## config.mk

```make
export PLATFORM = sky130hd
export DESIGN_NAME = gpio_block
export DESIGN_NICKNAME = d
export VERILOG_FILES = /design/src/logic/gpio_pkg.sv /design/src/logic/pin_sync.sv /design/src/logic/port_cell.sv /design/src/logic/gpio_block.sv
export VERILOG_INCLUDE_DIRS = /design/src /design/src/logic
export SDC_FILE = /design/constraint.sdc
export NUM_CORES = 1
export LEC_CHECK = 0
export ABC_AREA = 0
export BUFFER_PORTS_ARGS = -buffer_cell sky130_fd_sc_hd__clkbuf_2
export CORE_ASPECT_RATIO = 0.5
export CORE_MARGIN = 3
export CORE_UTILIZATION = 50
export CTS_BUF_LIST = sky130_fd_sc_hd__clkbuf_4
export CTS_CLUSTER_SIZE = 8
export DETAILED_ROUTE_END_ITERATION = 10
export GPL_ROUTABILITY_DRIVEN = 1
export PLACE_DENSITY = 0.71
export SKIP_CTS_REPAIR_TIMING = 1
export SLEW_MARGIN = 20
export SYNTH_ARGS = -nofsm -noshare
export SYNTH_HDL_FRONTEND = slang
export SYNTH_SLANG_ARGS = --single-unit
```

## constraint.sdc

```tcl
create_clock -name ref_clk -period 1.5 [get_ports ref_clk]
set_input_delay 0.075 -clock ref_clk [delete_from_list [all_inputs] [get_ports ref_clk]]
set_output_delay 0.075 -clock ref_clk [all_outputs]
set_load 0.05 [all_outputs]
```

## src/logic/gpio_params.svh

```systemverilog
`ifndef GPIO_PARAMS_SVH
`define GPIO_PARAMS_SVH
// How it works
// - Every bidirectional port bit has its own direction bit.
// - Reset clears every direction bit, so all ports start as inputs.
// - Port zero drives both levels; port one is open-drain, low only.
// - Ports zero, one, two and seven pull up only on input bits.
// - Ports three, five and six pull up in input and output modes.
// - Port two acts as port zero plus optional key wake.
// - In power-down, an enabled low key-wake pin raises the wake request.
// - Port seven acts as port two: push-pull, key wake, input-only pull-up.
// - Port six is open-drain; its pull-up acts in both modes.
// - Serial enable hands port three bits seven to four to serial I/O.
// - Port three low bits carry timer output, interrupt two, sub-clock.
// - Port four is input only; low nibble shared with analog inputs.
// - Port five carries interrupt three, timer inputs, trigger, pulse outputs.
// - Data register at even address, direction next; port zero 00e0.
// - Port one at 00e2/00e3, port two at 00e4/00e5.
// - Port three at 00e8/00e9, port five at 00ec/00ed.
// - Port six 00d0/00d1, port seven 00d2/00d3, port four 00f5.
// - Key-wake enables sit at 00ee for port two, 00d5 for seven.
`define ADR_P6_DATA 8'hd0
`define ADR_P6_DIR  8'hd1
`define ADR_P7_DATA 8'hd2
`define ADR_P7_DIR  8'hd3
`define ADR_P7_WAKE 8'hd5
`define ADR_P0_DATA 8'he0
`define ADR_P0_DIR  8'he1
`define ADR_P1_DATA 8'he2
`define ADR_P1_DIR  8'he3
`define ADR_P2_DATA 8'he4
`define ADR_P2_DIR  8'he5
`define ADR_P3_DATA 8'he8
`define ADR_P3_DIR  8'he9
`define ADR_P5_DATA 8'hec
`define ADR_P5_DIR  8'hed
`define ADR_P2_WAKE 8'hee
`define ADR_P4_IN   8'hf5
`define RESET_BYTE  8'h00
`define RESET_MIN_NS 16000
`endif

```

## src/logic/gpio_pkg.sv

```systemverilog
package gpio_pkg;
	typedef struct packed {
		logic [7:0] data;
		logic [7:0] dir;
	} port_regs_t;
	typedef struct packed {
		logic [7:0] o;
		logic [7:0] oe;
		logic [7:0] pu;
	} pin_drive_t;
	typedef struct packed {
		logic [7:0] addr;
		logic [7:0] wdata;
		logic       wr;
		logic       rd;
	} cpu_req_t;
endpackage

```

## src/logic/pin_sync.sv

```systemverilog
`default_nettype none
module pin_sync
	import gpio_pkg::*;
#(
	parameter int W = 8
) (
	// Clock and reset
	input  wire logic         ref_clk,
	input  wire logic         rst_b,
	// Pins in, synchronised out
	input  wire logic [W-1:0] pin_in,
	output logic      [W-1:0] pin_sync_out
);
	typedef struct packed {
		logic [W-1:0] s1;
		logic [W-1:0] s2;
	} sync_state_t;
	sync_state_t st, next_st;
	always_comb begin
		next_st.s1 = pin_in;
		next_st.s2 = st.s1;
	end
	always_ff @(posedge ref_clk or negedge rst_b) begin
		if (!rst_b) begin
			st <= '0;
		end else begin
			st <= next_st;
		end
	end
	assign pin_sync_out = st.s2;
endmodule
`default_nettype wire

```

## src/logic/port_cell.sv

```systemverilog
`default_nettype none
`include "gpio_params.svh"
module port_cell
	import gpio_pkg::*;
#(
	parameter bit OPEN_DRAIN = 1'b0,
	parameter bit PU_ALWAYS  = 1'b0
) (
	// Register content and pins
	input  wire logic [7:0] data,
	input  wire logic [7:0] dir,
	input  wire logic [7:0] pin_level,
	input  wire logic [7:0] pu_option,
	// Pad control and read-back
	output pin_drive_t      drive,
	output logic      [7:0] read_value
);
	always_comb begin
		// Open-drain drives only low bits; a high is a released pin
		drive.o = OPEN_DRAIN ? 8'h00 : data;
		drive.oe = OPEN_DRAIN ? (dir & ~data) : dir;
		drive.pu = PU_ALWAYS ? pu_option : (pu_option & ~dir);
		read_value = (dir & data) | (~dir & pin_level);
	end
endmodule
`default_nettype wire

```

## src/logic/gpio_block.sv

```systemverilog
`default_nettype none
`include "gpio_params.svh"
module gpio_block
	import gpio_pkg::*;
#(
	parameter bit         KEY_WAKE_OPTION = 1'b1,
	parameter logic [7:0] PU_OPT0 = 8'h00,
	parameter logic [7:0] PU_OPT1 = 8'h00,
	parameter logic [7:0] PU_OPT2 = 8'h00,
	parameter logic [7:0] PU_OPT3 = 8'h00,
	parameter logic [7:0] PU_OPT4 = 8'h00,
	parameter logic [7:0] PU_OPT5 = 8'h00,
	parameter logic [7:0] PU_OPT6 = 8'h00,
	parameter logic [7:0] PU_OPT7 = 8'h00
) (
	// Clock and reset
	input  wire logic        ref_clk,
	input  wire logic        rst_b,
	// CPU special function area
	input  wire cpu_req_t    cpu,
	output logic       [7:0] rdata,
	// Pins, port zero to seven, port four input only
	input  wire logic [63:0] pin_in,
	output pin_drive_t       pad0,
	output pin_drive_t       pad1,
	output pin_drive_t       pad2,
	output pin_drive_t       pad3,
	output logic       [7:0] pad4_pu,
	output pin_drive_t       pad5,
	output pin_drive_t       pad6,
	output pin_drive_t       pad7,
	// Shared functions on port three
	input  wire logic        serial_enable,
	input  wire logic        serial_ready_out,
	input  wire logic        serial_clock_out,
	input  wire logic        serial_clock_drive,
	input  wire logic        serial_data_out,
	input  wire logic        timer4_half_enable,
	input  wire logic        timer4_half,
	input  wire logic        sub_clock_enable,
	output logic             serial_clock_in,
	output logic             serial_data_in,
	output logic             second_external_interrupt,
	output logic             sub_clock_in,
	// Shared functions on ports four and five
	output logic       [3:0] analog_inputs_four_to_seven,
	output logic             third_external_interrupt,
	output logic             timer3_input,
	output logic             timer5_input,
	output logic             converter_trigger,
	input  wire logic  [3:0] pulse_width_enable,
	input  wire logic  [3:0] pulse_width_outputs,
	// Power-down and wake
	input  wire logic        power_down,
	output logic             key_wake_request
);
	typedef struct packed {
		port_regs_t [7:0] p;
		logic [7:0]       wake2;
		logic [7:0]       wake7;
		logic [7:0]       rdata;
		pin_drive_t [7:0] pad;
		logic [7:0]       pad4_pu;
		logic [11:0]      alt;
		logic             wake;
	} blk_state_t;

	blk_state_t st, next_st;
	logic [63:0] pins;
	pin_drive_t [7:0] cell_drive;
	logic [7:0][7:0] cell_read;

	pin_sync #(.W(64)) u_sync (
		.ref_clk      (ref_clk),
		.rst_b        (rst_b),
		.pin_in       (pin_in),
		.pin_sync_out (pins)
	);

	localparam bit [7:0] OD_MAP = 8'b0110_1010;
	localparam bit [7:0] PA_MAP = 8'b0110_1000;
	localparam logic [7:0][7:0] PU_OPTS = {PU_OPT7, PU_OPT6, PU_OPT5, PU_OPT4,
		PU_OPT3, PU_OPT2, PU_OPT1, PU_OPT0};

	genvar g;
	generate
		for (g = 0; g < 8; g++) begin : g_port
			port_cell #(.OPEN_DRAIN(OD_MAP[g]), .PU_ALWAYS(PA_MAP[g])) u_cell (
				.data       (st.p[g].data),
				.dir        (st.p[g].dir),
				.pin_level  (pins[8*g +: 8]),
				.pu_option  (PU_OPTS[g]),
				.drive      (cell_drive[g]),
				.read_value (cell_read[g])
			);
		end
	endgenerate

	// Port index of a data or direction address, 4'hf when none
	function automatic logic [3:0] port_of(input logic [7:0] a);
		unique case ({a[7:1], 1'b0})
			`ADR_P0_DATA: port_of = 4'h0;
			`ADR_P1_DATA: port_of = 4'h1;
			`ADR_P2_DATA: port_of = 4'h2;
			`ADR_P3_DATA: port_of = 4'h3;
			`ADR_P5_DATA: port_of = 4'h5;
			`ADR_P6_DATA: port_of = 4'h6;
			`ADR_P7_DATA: port_of = 4'h7;
			default:      port_of = 4'hf;
		endcase
	endfunction

	logic [3:0] idx;
	always_comb begin
		next_st = st;
		idx = port_of(cpu.addr);
		if (cpu.wr) begin
			if (idx != 4'hf && !cpu.addr[0])
				next_st.p[idx[2:0]].data = cpu.wdata;
			if (idx != 4'hf && cpu.addr[0])
				next_st.p[idx[2:0]].dir = cpu.wdata;
			if (cpu.addr == `ADR_P2_WAKE)
				next_st.wake2 = cpu.wdata;
			if (cpu.addr == `ADR_P7_WAKE)
				next_st.wake7 = cpu.wdata;
		end
		// Unmapped reads return zero
		next_st.rdata = 8'h00;
		if (cpu.rd) begin
			if (idx != 4'hf)
				next_st.rdata = cpu.addr[0] ? st.p[idx[2:0]].dir : cell_read[idx[2:0]];
			else if (cpu.addr == `ADR_P4_IN)
				next_st.rdata = pins[39:32];
			else if (cpu.addr == `ADR_P2_WAKE)
				next_st.rdata = st.wake2;
			else if (cpu.addr == `ADR_P7_WAKE)
				next_st.rdata = st.wake7;
		end
		for (int i = 0; i < 8; i++)
			next_st.pad[i] = cell_drive[i];
		next_st.pad[4] = '0;
		next_st.pad4_pu = PU_OPT4;
		// Port three takeover: serial on high nibble, timer and sub-clock below
		if (serial_enable) begin
			next_st.pad[3].o[7] = 1'b0;
			next_st.pad[3].oe[7] = ~serial_ready_out;
			next_st.pad[3].o[6] = 1'b0;
			next_st.pad[3].oe[6] = serial_clock_drive & ~serial_clock_out;
			next_st.pad[3].o[5] = 1'b0;
			next_st.pad[3].oe[5] = ~serial_data_out;
			next_st.pad[3].oe[4] = 1'b0;
		end
		if (timer4_half_enable) begin
			next_st.pad[3].o[3] = 1'b0;
			next_st.pad[3].oe[3] = ~timer4_half;
		end
		if (sub_clock_enable) begin
			next_st.pad[3].oe[1:0] = 2'b00;
		end
		for (int b = 0; b < 4; b++) begin
			if (pulse_width_enable[b]) begin
				next_st.pad[5].o[4+b] = 1'b0;
				next_st.pad[5].oe[4+b] = ~pulse_width_outputs[b];
			end
		end
		// Serial clock 3.6, interrupt two 3.2, serial data 3.4, sub-clock 3.1
		next_st.alt = {pins[30], pins[26], pins[28], pins[25],
			pins[35:32], pins[40], pins[41], pins[42], pins[43]};
		// Key wake: OR of enabled pins low, only while powered down
		next_st.wake = KEY_WAKE_OPTION && power_down &&
			(|(st.wake2 & ~pins[23:16]) || |(st.wake7 & ~pins[63:56]));
	end

	always_ff @(posedge ref_clk or negedge rst_b) begin
		if (!rst_b) begin
			st <= '0; // Direction zero means input, drivers off
		end else begin
			st <= next_st;
		end
	end

	assign rdata = st.rdata;
	assign pad0 = st.pad[0];
	assign pad1 = st.pad[1];
	assign pad2 = st.pad[2];
	assign pad3 = st.pad[3];
	assign pad4_pu = st.pad4_pu;
	assign pad5 = st.pad[5];
	assign pad6 = st.pad[6];
	assign pad7 = st.pad[7];
	assign key_wake_request = st.wake;
	assign serial_clock_in = st.alt[11];
	assign second_external_interrupt = st.alt[10];
	assign serial_data_in = st.alt[9];
	assign sub_clock_in = st.alt[8];
	assign analog_inputs_four_to_seven = st.alt[7:4];
	assign third_external_interrupt = st.alt[3];
	assign timer3_input = st.alt[2];
	assign timer5_input = st.alt[1];
	assign converter_trigger = st.alt[0];

	a_reset_inputs: assert property (@(posedge ref_clk) $rose(rst_b) |->
		pad0.oe == 8'h00 && pad7.oe == 8'h00)
		else $error("ports not inputs after reset");
	a_open_drain_one: assert property (@(posedge ref_clk) disable iff (!rst_b)
		pad1.o == 8'h00 && pad1.oe == ($past(st.p[1].dir) & ~$past(st.p[1].data)))
		else $error("port one drives high");
	a_push_pull_zero: assert property (@(posedge ref_clk) disable iff (!rst_b)
		pad0.oe == $past(st.p[0].dir) && pad0.o == $past(st.p[0].data))
		else $error("port zero enable not direction");
	a_push_pull_two: assert property (@(posedge ref_clk) disable iff (!rst_b)
		pad2.oe == $past(st.p[2].dir) && pad2.o == $past(st.p[2].data))
		else $error("port two not push-pull");
	a_push_pull_seven: assert property (@(posedge ref_clk) disable iff (!rst_b)
		pad7.oe == $past(st.p[7].dir) && pad7.o == $past(st.p[7].data))
		else $error("port seven not push-pull");
	a_open_drain_six: assert property (@(posedge ref_clk) disable iff (!rst_b)
		pad6.o == 8'h00 && pad6.oe == ($past(st.p[6].dir) & ~$past(st.p[6].data)))
		else $error("port six drives high");
	a_pull_zero_input: assert property (@(posedge ref_clk) disable iff (!rst_b)
		$past(rst_b) |-> pad0.pu == (PU_OPT0 & ~$past(st.p[0].dir)))
		else $error("port zero pull-up wrong");
	a_pull_three_both: assert property (@(posedge ref_clk) disable iff (!rst_b)
		$past(rst_b) |-> pad3.pu == PU_OPT3) else $error("port three pull-up lost");
	a_serial_in_free: assert property (@(posedge ref_clk) disable iff (!rst_b)
		serial_enable |=> pad3.oe[4] == 1'b0) else $error("serial input pin driven");
	a_data_write: assert property (@(posedge ref_clk) disable iff (!rst_b)
		cpu.wr && cpu.addr == `ADR_P0_DATA |=> st.p[0].data == $past(cpu.wdata))
		else $error("data write lost");
	a_pull_input_only: assert property (@(posedge ref_clk) disable iff (!rst_b)
		(pad7.pu & pad7.oe) == 8'h00) else $error("pull-up on output bit");
	a_pull_six_both: assert property (@(posedge ref_clk) disable iff (!rst_b)
		$past(rst_b) |-> pad6.pu == PU_OPT6) else $error("port six pull-up lost");
	a_wake_gated: assert property (@(posedge ref_clk) disable iff (!rst_b)
		!$past(power_down) |-> !key_wake_request)
		else $error("wake outside power-down");
	a_wake_enable: assert property (@(posedge ref_clk) disable iff (!rst_b)
		($past(st.wake2) == 8'h00 && $past(st.wake7) == 8'h00) |-> !key_wake_request)
		else $error("wake from disabled pin");
	a_dir_read: assert property (@(posedge ref_clk) disable iff (!rst_b)
		cpu.rd && cpu.addr == `ADR_P0_DIR |=> rdata == $past(st.p[0].dir))
		else $error("direction readback wrong");
	a_p4_read: assert property (@(posedge ref_clk) disable iff (!rst_b)
		cpu.rd && cpu.addr == `ADR_P4_IN |=> rdata == $past(pins[39:32]))
		else $error("port four read wrong");
	c_wake: cover property (@(posedge ref_clk) key_wake_request);
	c_serial: cover property (@(posedge ref_clk) serial_enable && pad3.oe[5]);
	c_write_read: cover property (@(posedge ref_clk) cpu.wr ##1 cpu.rd);
	c_open_low: cover property (@(posedge ref_clk) pad1.oe != 8'h00);
	c_sub_clock: cover property (@(posedge ref_clk) sub_clock_enable && pad3.oe[1:0] == 2'b00);
endmodule
`default_nettype wire

```

==> flow_summary.json <==
{
  "design_area_mm2": 0.01939,
  "drt_pass1_iterations": 5,
  "r2r_start": "st[259]$_DFFE_PN0P_",
  "netlist_area_mm2": 0.01451,
  "clock-sinks": 357,
  "fillerInstances": 1972,
  "finalSetupTns_ps": -128.9,
  "stdcell_count": 1971,
  "antenna_found_initial": 3,
  "cts_tree": "done",
  "core_mm2": 0.02814,
  "fmax_mhz": 645.2,
  "worstHoldStart": "pulse_width_enable[3]",
  "dp_cells": 1660,
  "worst_slack_ps": -49.80,
  "vias": 10070,
  "final_layout_size_suffix_gt1_frac": 0.4265,
  "crit_slowest_cell": "a221oi_1",
  "finalCritPeriodShare": 1.033,
  "p_total_uw": 21010,
  "reg2reg_slack_ps": -40,
  "crit_chain": "dlygate4sd3_1, clkbuf_2, nand4b_1, nor2_1, buf_4, a221oi_1, o2bb2ai_1, a221oi_2",
  "r2r_end": "rdata[6]$_DFF_PN0_",
  "start_util": 0.5158,
  "wl_per_cell_um": 21.88,
  "min_to": "pad5[15]$_DFF_PN0_",
  "r2r_cells": 5,
  "synth_async_sr_flop_share": 1.000,
  "ys_seq_area_frac": 0.6156,
  "setup_viol": 4,
  "gp_routability_congestion": 0.9829,
  "drtAntennaViolNets": 0,
  "grt_pass1_vias": 9597,
  "dpl_cell_area_mm2": 0.01619,
  "start_kind": "primary input",
  "die_h_um": 126.5,
  "hold_depth": 3,
  "io_buffers": 201,
  "synth_cell_types": 72,
  "min_path_type": "primary input to register",
  "grt.total_usage": 0.2554,
  "cts_root_buffer": "clkbuf_4",
  "grt_pass1_wl_um": 58480,
  "maxCapViolCount": 0,
  "drt_drc_violations_left": 0,
  "cts_buffers": 81,
  "end_kind": "register",
  "synthCells": 1058,
  "ys.flop_type": "dfrtp_1",
  "relSlewSlack": 0.5484,
  "path_max_fanout": 5,
  "synth_warnings": 0,
  "rsz0062_at_grt": "yes",
  "grt_max_degree": 88,
  "worstMarginPinSlew_ps": 677.3,
  "clock_path_buffers": 3,
  "synth-seq-cells": 357,
  "report.final.hold_viol_count": 0,
  "fp.dieW_um": 246.9,
  "finalCriticalPeriod_ps": 1550,
  "htreeDepth": 3,
  "wl_um": 43120,
  "clk_latency_ps": 790,
  "clkTransAtPathRegs_ps": 70,
  "synth_edf_count": 0,
  "dp_hpwl_um": 29650,
  "critPathArrivalTime_ps": 2180,
  "avgSynthCellArea_um2": 13.72,
  "cellLeakagePower_uw": 0.009627,
  "violations": "setup timing",
  "area_growth_pct": 33.62,
  "status": "finished, violations left",
  "vias_per_cell": 5.107,
  "crit_required_ps": 2130,
  "finClkSkew_ps": 29.77,
  "ir_drop_v": 0.0006231,
  "ios": 298,
  "p_per_area_mw_per_mm2": 1083,
  "initialDrtViolationCount": 683,
  "path_class": "primary input to register",
  "grt.overflow.total": 0,
  "die_area_mm2": 0.03123,
  "fin_nets": 1638,
  "drv_slew": 0,
  "cpPeakStageDelay_ps": 630,
  "rows": 43
}
==> registers in the layout (all words and copies together) (netlist names), 4 cells and up <==
register and cells:
pad6 8, pad0 16, pad2 16, rdata 8, u_sync.pin_sync_out 64, u_sync.next_st 64
pad7 16, pad1 8, pad3 8, analog_inputs_four_to_seven 4, pad5 8, st 128
==> metrics by stage <==
stage	util	worst slack [ps]	hold slack, ps
finish	0.6892	-49.80	55.62
global route	0.6892	-97.32	7.533
CTS	0.6111	-239.1	-907.7
detailed placement	0.5755	-554.6	-56.15
global placement	0.5755	-546.4	-57.77
floorplan	-	-185.3	-220.6
==> worst max path at each step <==
stage / start / slack, ps / endpoint / cells past startpoint
2_1_floorplan: cpu[16] / -190 / st[294]$_DFFE_PN0P_ / 8
3_3_place_gp: cpu[14] / -550 / rdata[4]$_DFF_PN0_ / 8
3_5_place_dp: cpu[13] / -550 / rdata[6]$_DFF_PN0_ / 7
4_1_cts: st[321]$_DFFE_PN0P_ / -240 / rdata[4]$_DFF_PN0_ / 5
5_1_grt: pad2[13]$_DFF_PN0_ / -100 / pad2[13] / 1
6_report: cpu[10] / -50 / rdata[0]$_DFF_PN0_ / 8
==> Yosys cell counts, types with 7 or more instances <==
cell	count	share of area
a21oi_1	11	0.0038
nand2_1	19	0.0049
nor2b_1	29	0.013
buf_2	9	0.0031
dfrtp_1	357	0.62
nand2b_1	11	0.0047
nor3b_1	10	0.0052
nor2_1	7	0.0018
clkbuf_1	19	0.0049
mux2_2	146	0.11
buf_4	192	0.099
nand3_1	7	0.0024
a221oi_1	10	0.0060
nor3_1	18	0.0062
inv_1	22	0.0057
o211ai_1	7	0.0036
mux2i_1	40	0.028
o21bai_1	7	0.0036
o22ai_1	11	0.0047
o21ai_0	17	0.0059
==> power by group <==
group	total, µW	internal (µW)	switching (µW)
registers	10300	10000	256
clock network	7810	3990	3820
logic	2890	1050	1850
==> cell usage in the layout (no fill, tap or decap), drive strengths merged, types with 5 or more instances in the layout <==
cell         netlist  final
nor3              18     18
nor2b             29     29
o21ai             18     18
dlygate4sd3        0    173
a211oi             5      5
clkbuf            19    238
buf              204    227
nor2              14     14
dfrtp            357    357
o21bai             7      7
nand2             19     19
or3                6      6
or2                6      6
o22ai             11     11
mux2i             40     40
nand3              7      7
o22a               5      5
o211ai             7      7
mux2             146    146
a221oi            11     11
nor3b             10     10
a31oi              5      5
conb               1     96
nand2b            11     11
inv               22     22
a21oi             11     11
clkinv             0     13
==> worst max-delay path: cells and delay by family <==
kind,cells,cell delay (ps)
AND/OR/NAND/NOR,2,280
buffers and inverters,3,880
AO/OA/AOI/OAI,3,930
==> per-layer routing <==
metal  vias up  part of all wire  track usage  routed length, µm
met5         -                 0            0                  0
met4         0             0.016      0.07340                679
met3        58             0.080      0.07076               3436
met2       418              0.46       0.3632              19750
met1      5169              0.45       0.3844              19260
li1       4420                 -            -                  -
==> cells by family after synthesis <==
group                    Yosys count  share of synthesized area
buffers and inverters            245                     0.1154
AO/OA/AOI/OAI                    114                    0.05863
other                              1                  0.0002584
AND/OR/NAND/NOR                  152                    0.06552
multiplexers                     188                     0.1440
adder cells (fa/ha/maj)            1                  0.0006897
flip-flops                       357                     0.6156
==> cell type report <==
type                       instances  area, µm²  share of cell area
clock buffer                     114      855.8             0.04413
antenna                            4      10.01           0.0005162
tap                              382      478.0             0.02465
sequential                       357       8937              0.4609
multi-input combinational        551       4544              0.2343
inverter                          22      82.58            0.004258
timing repair buffer             524       4337              0.2236
clock inverter                    17      147.6            0.007613
Power figures use the tool's default switching activity.
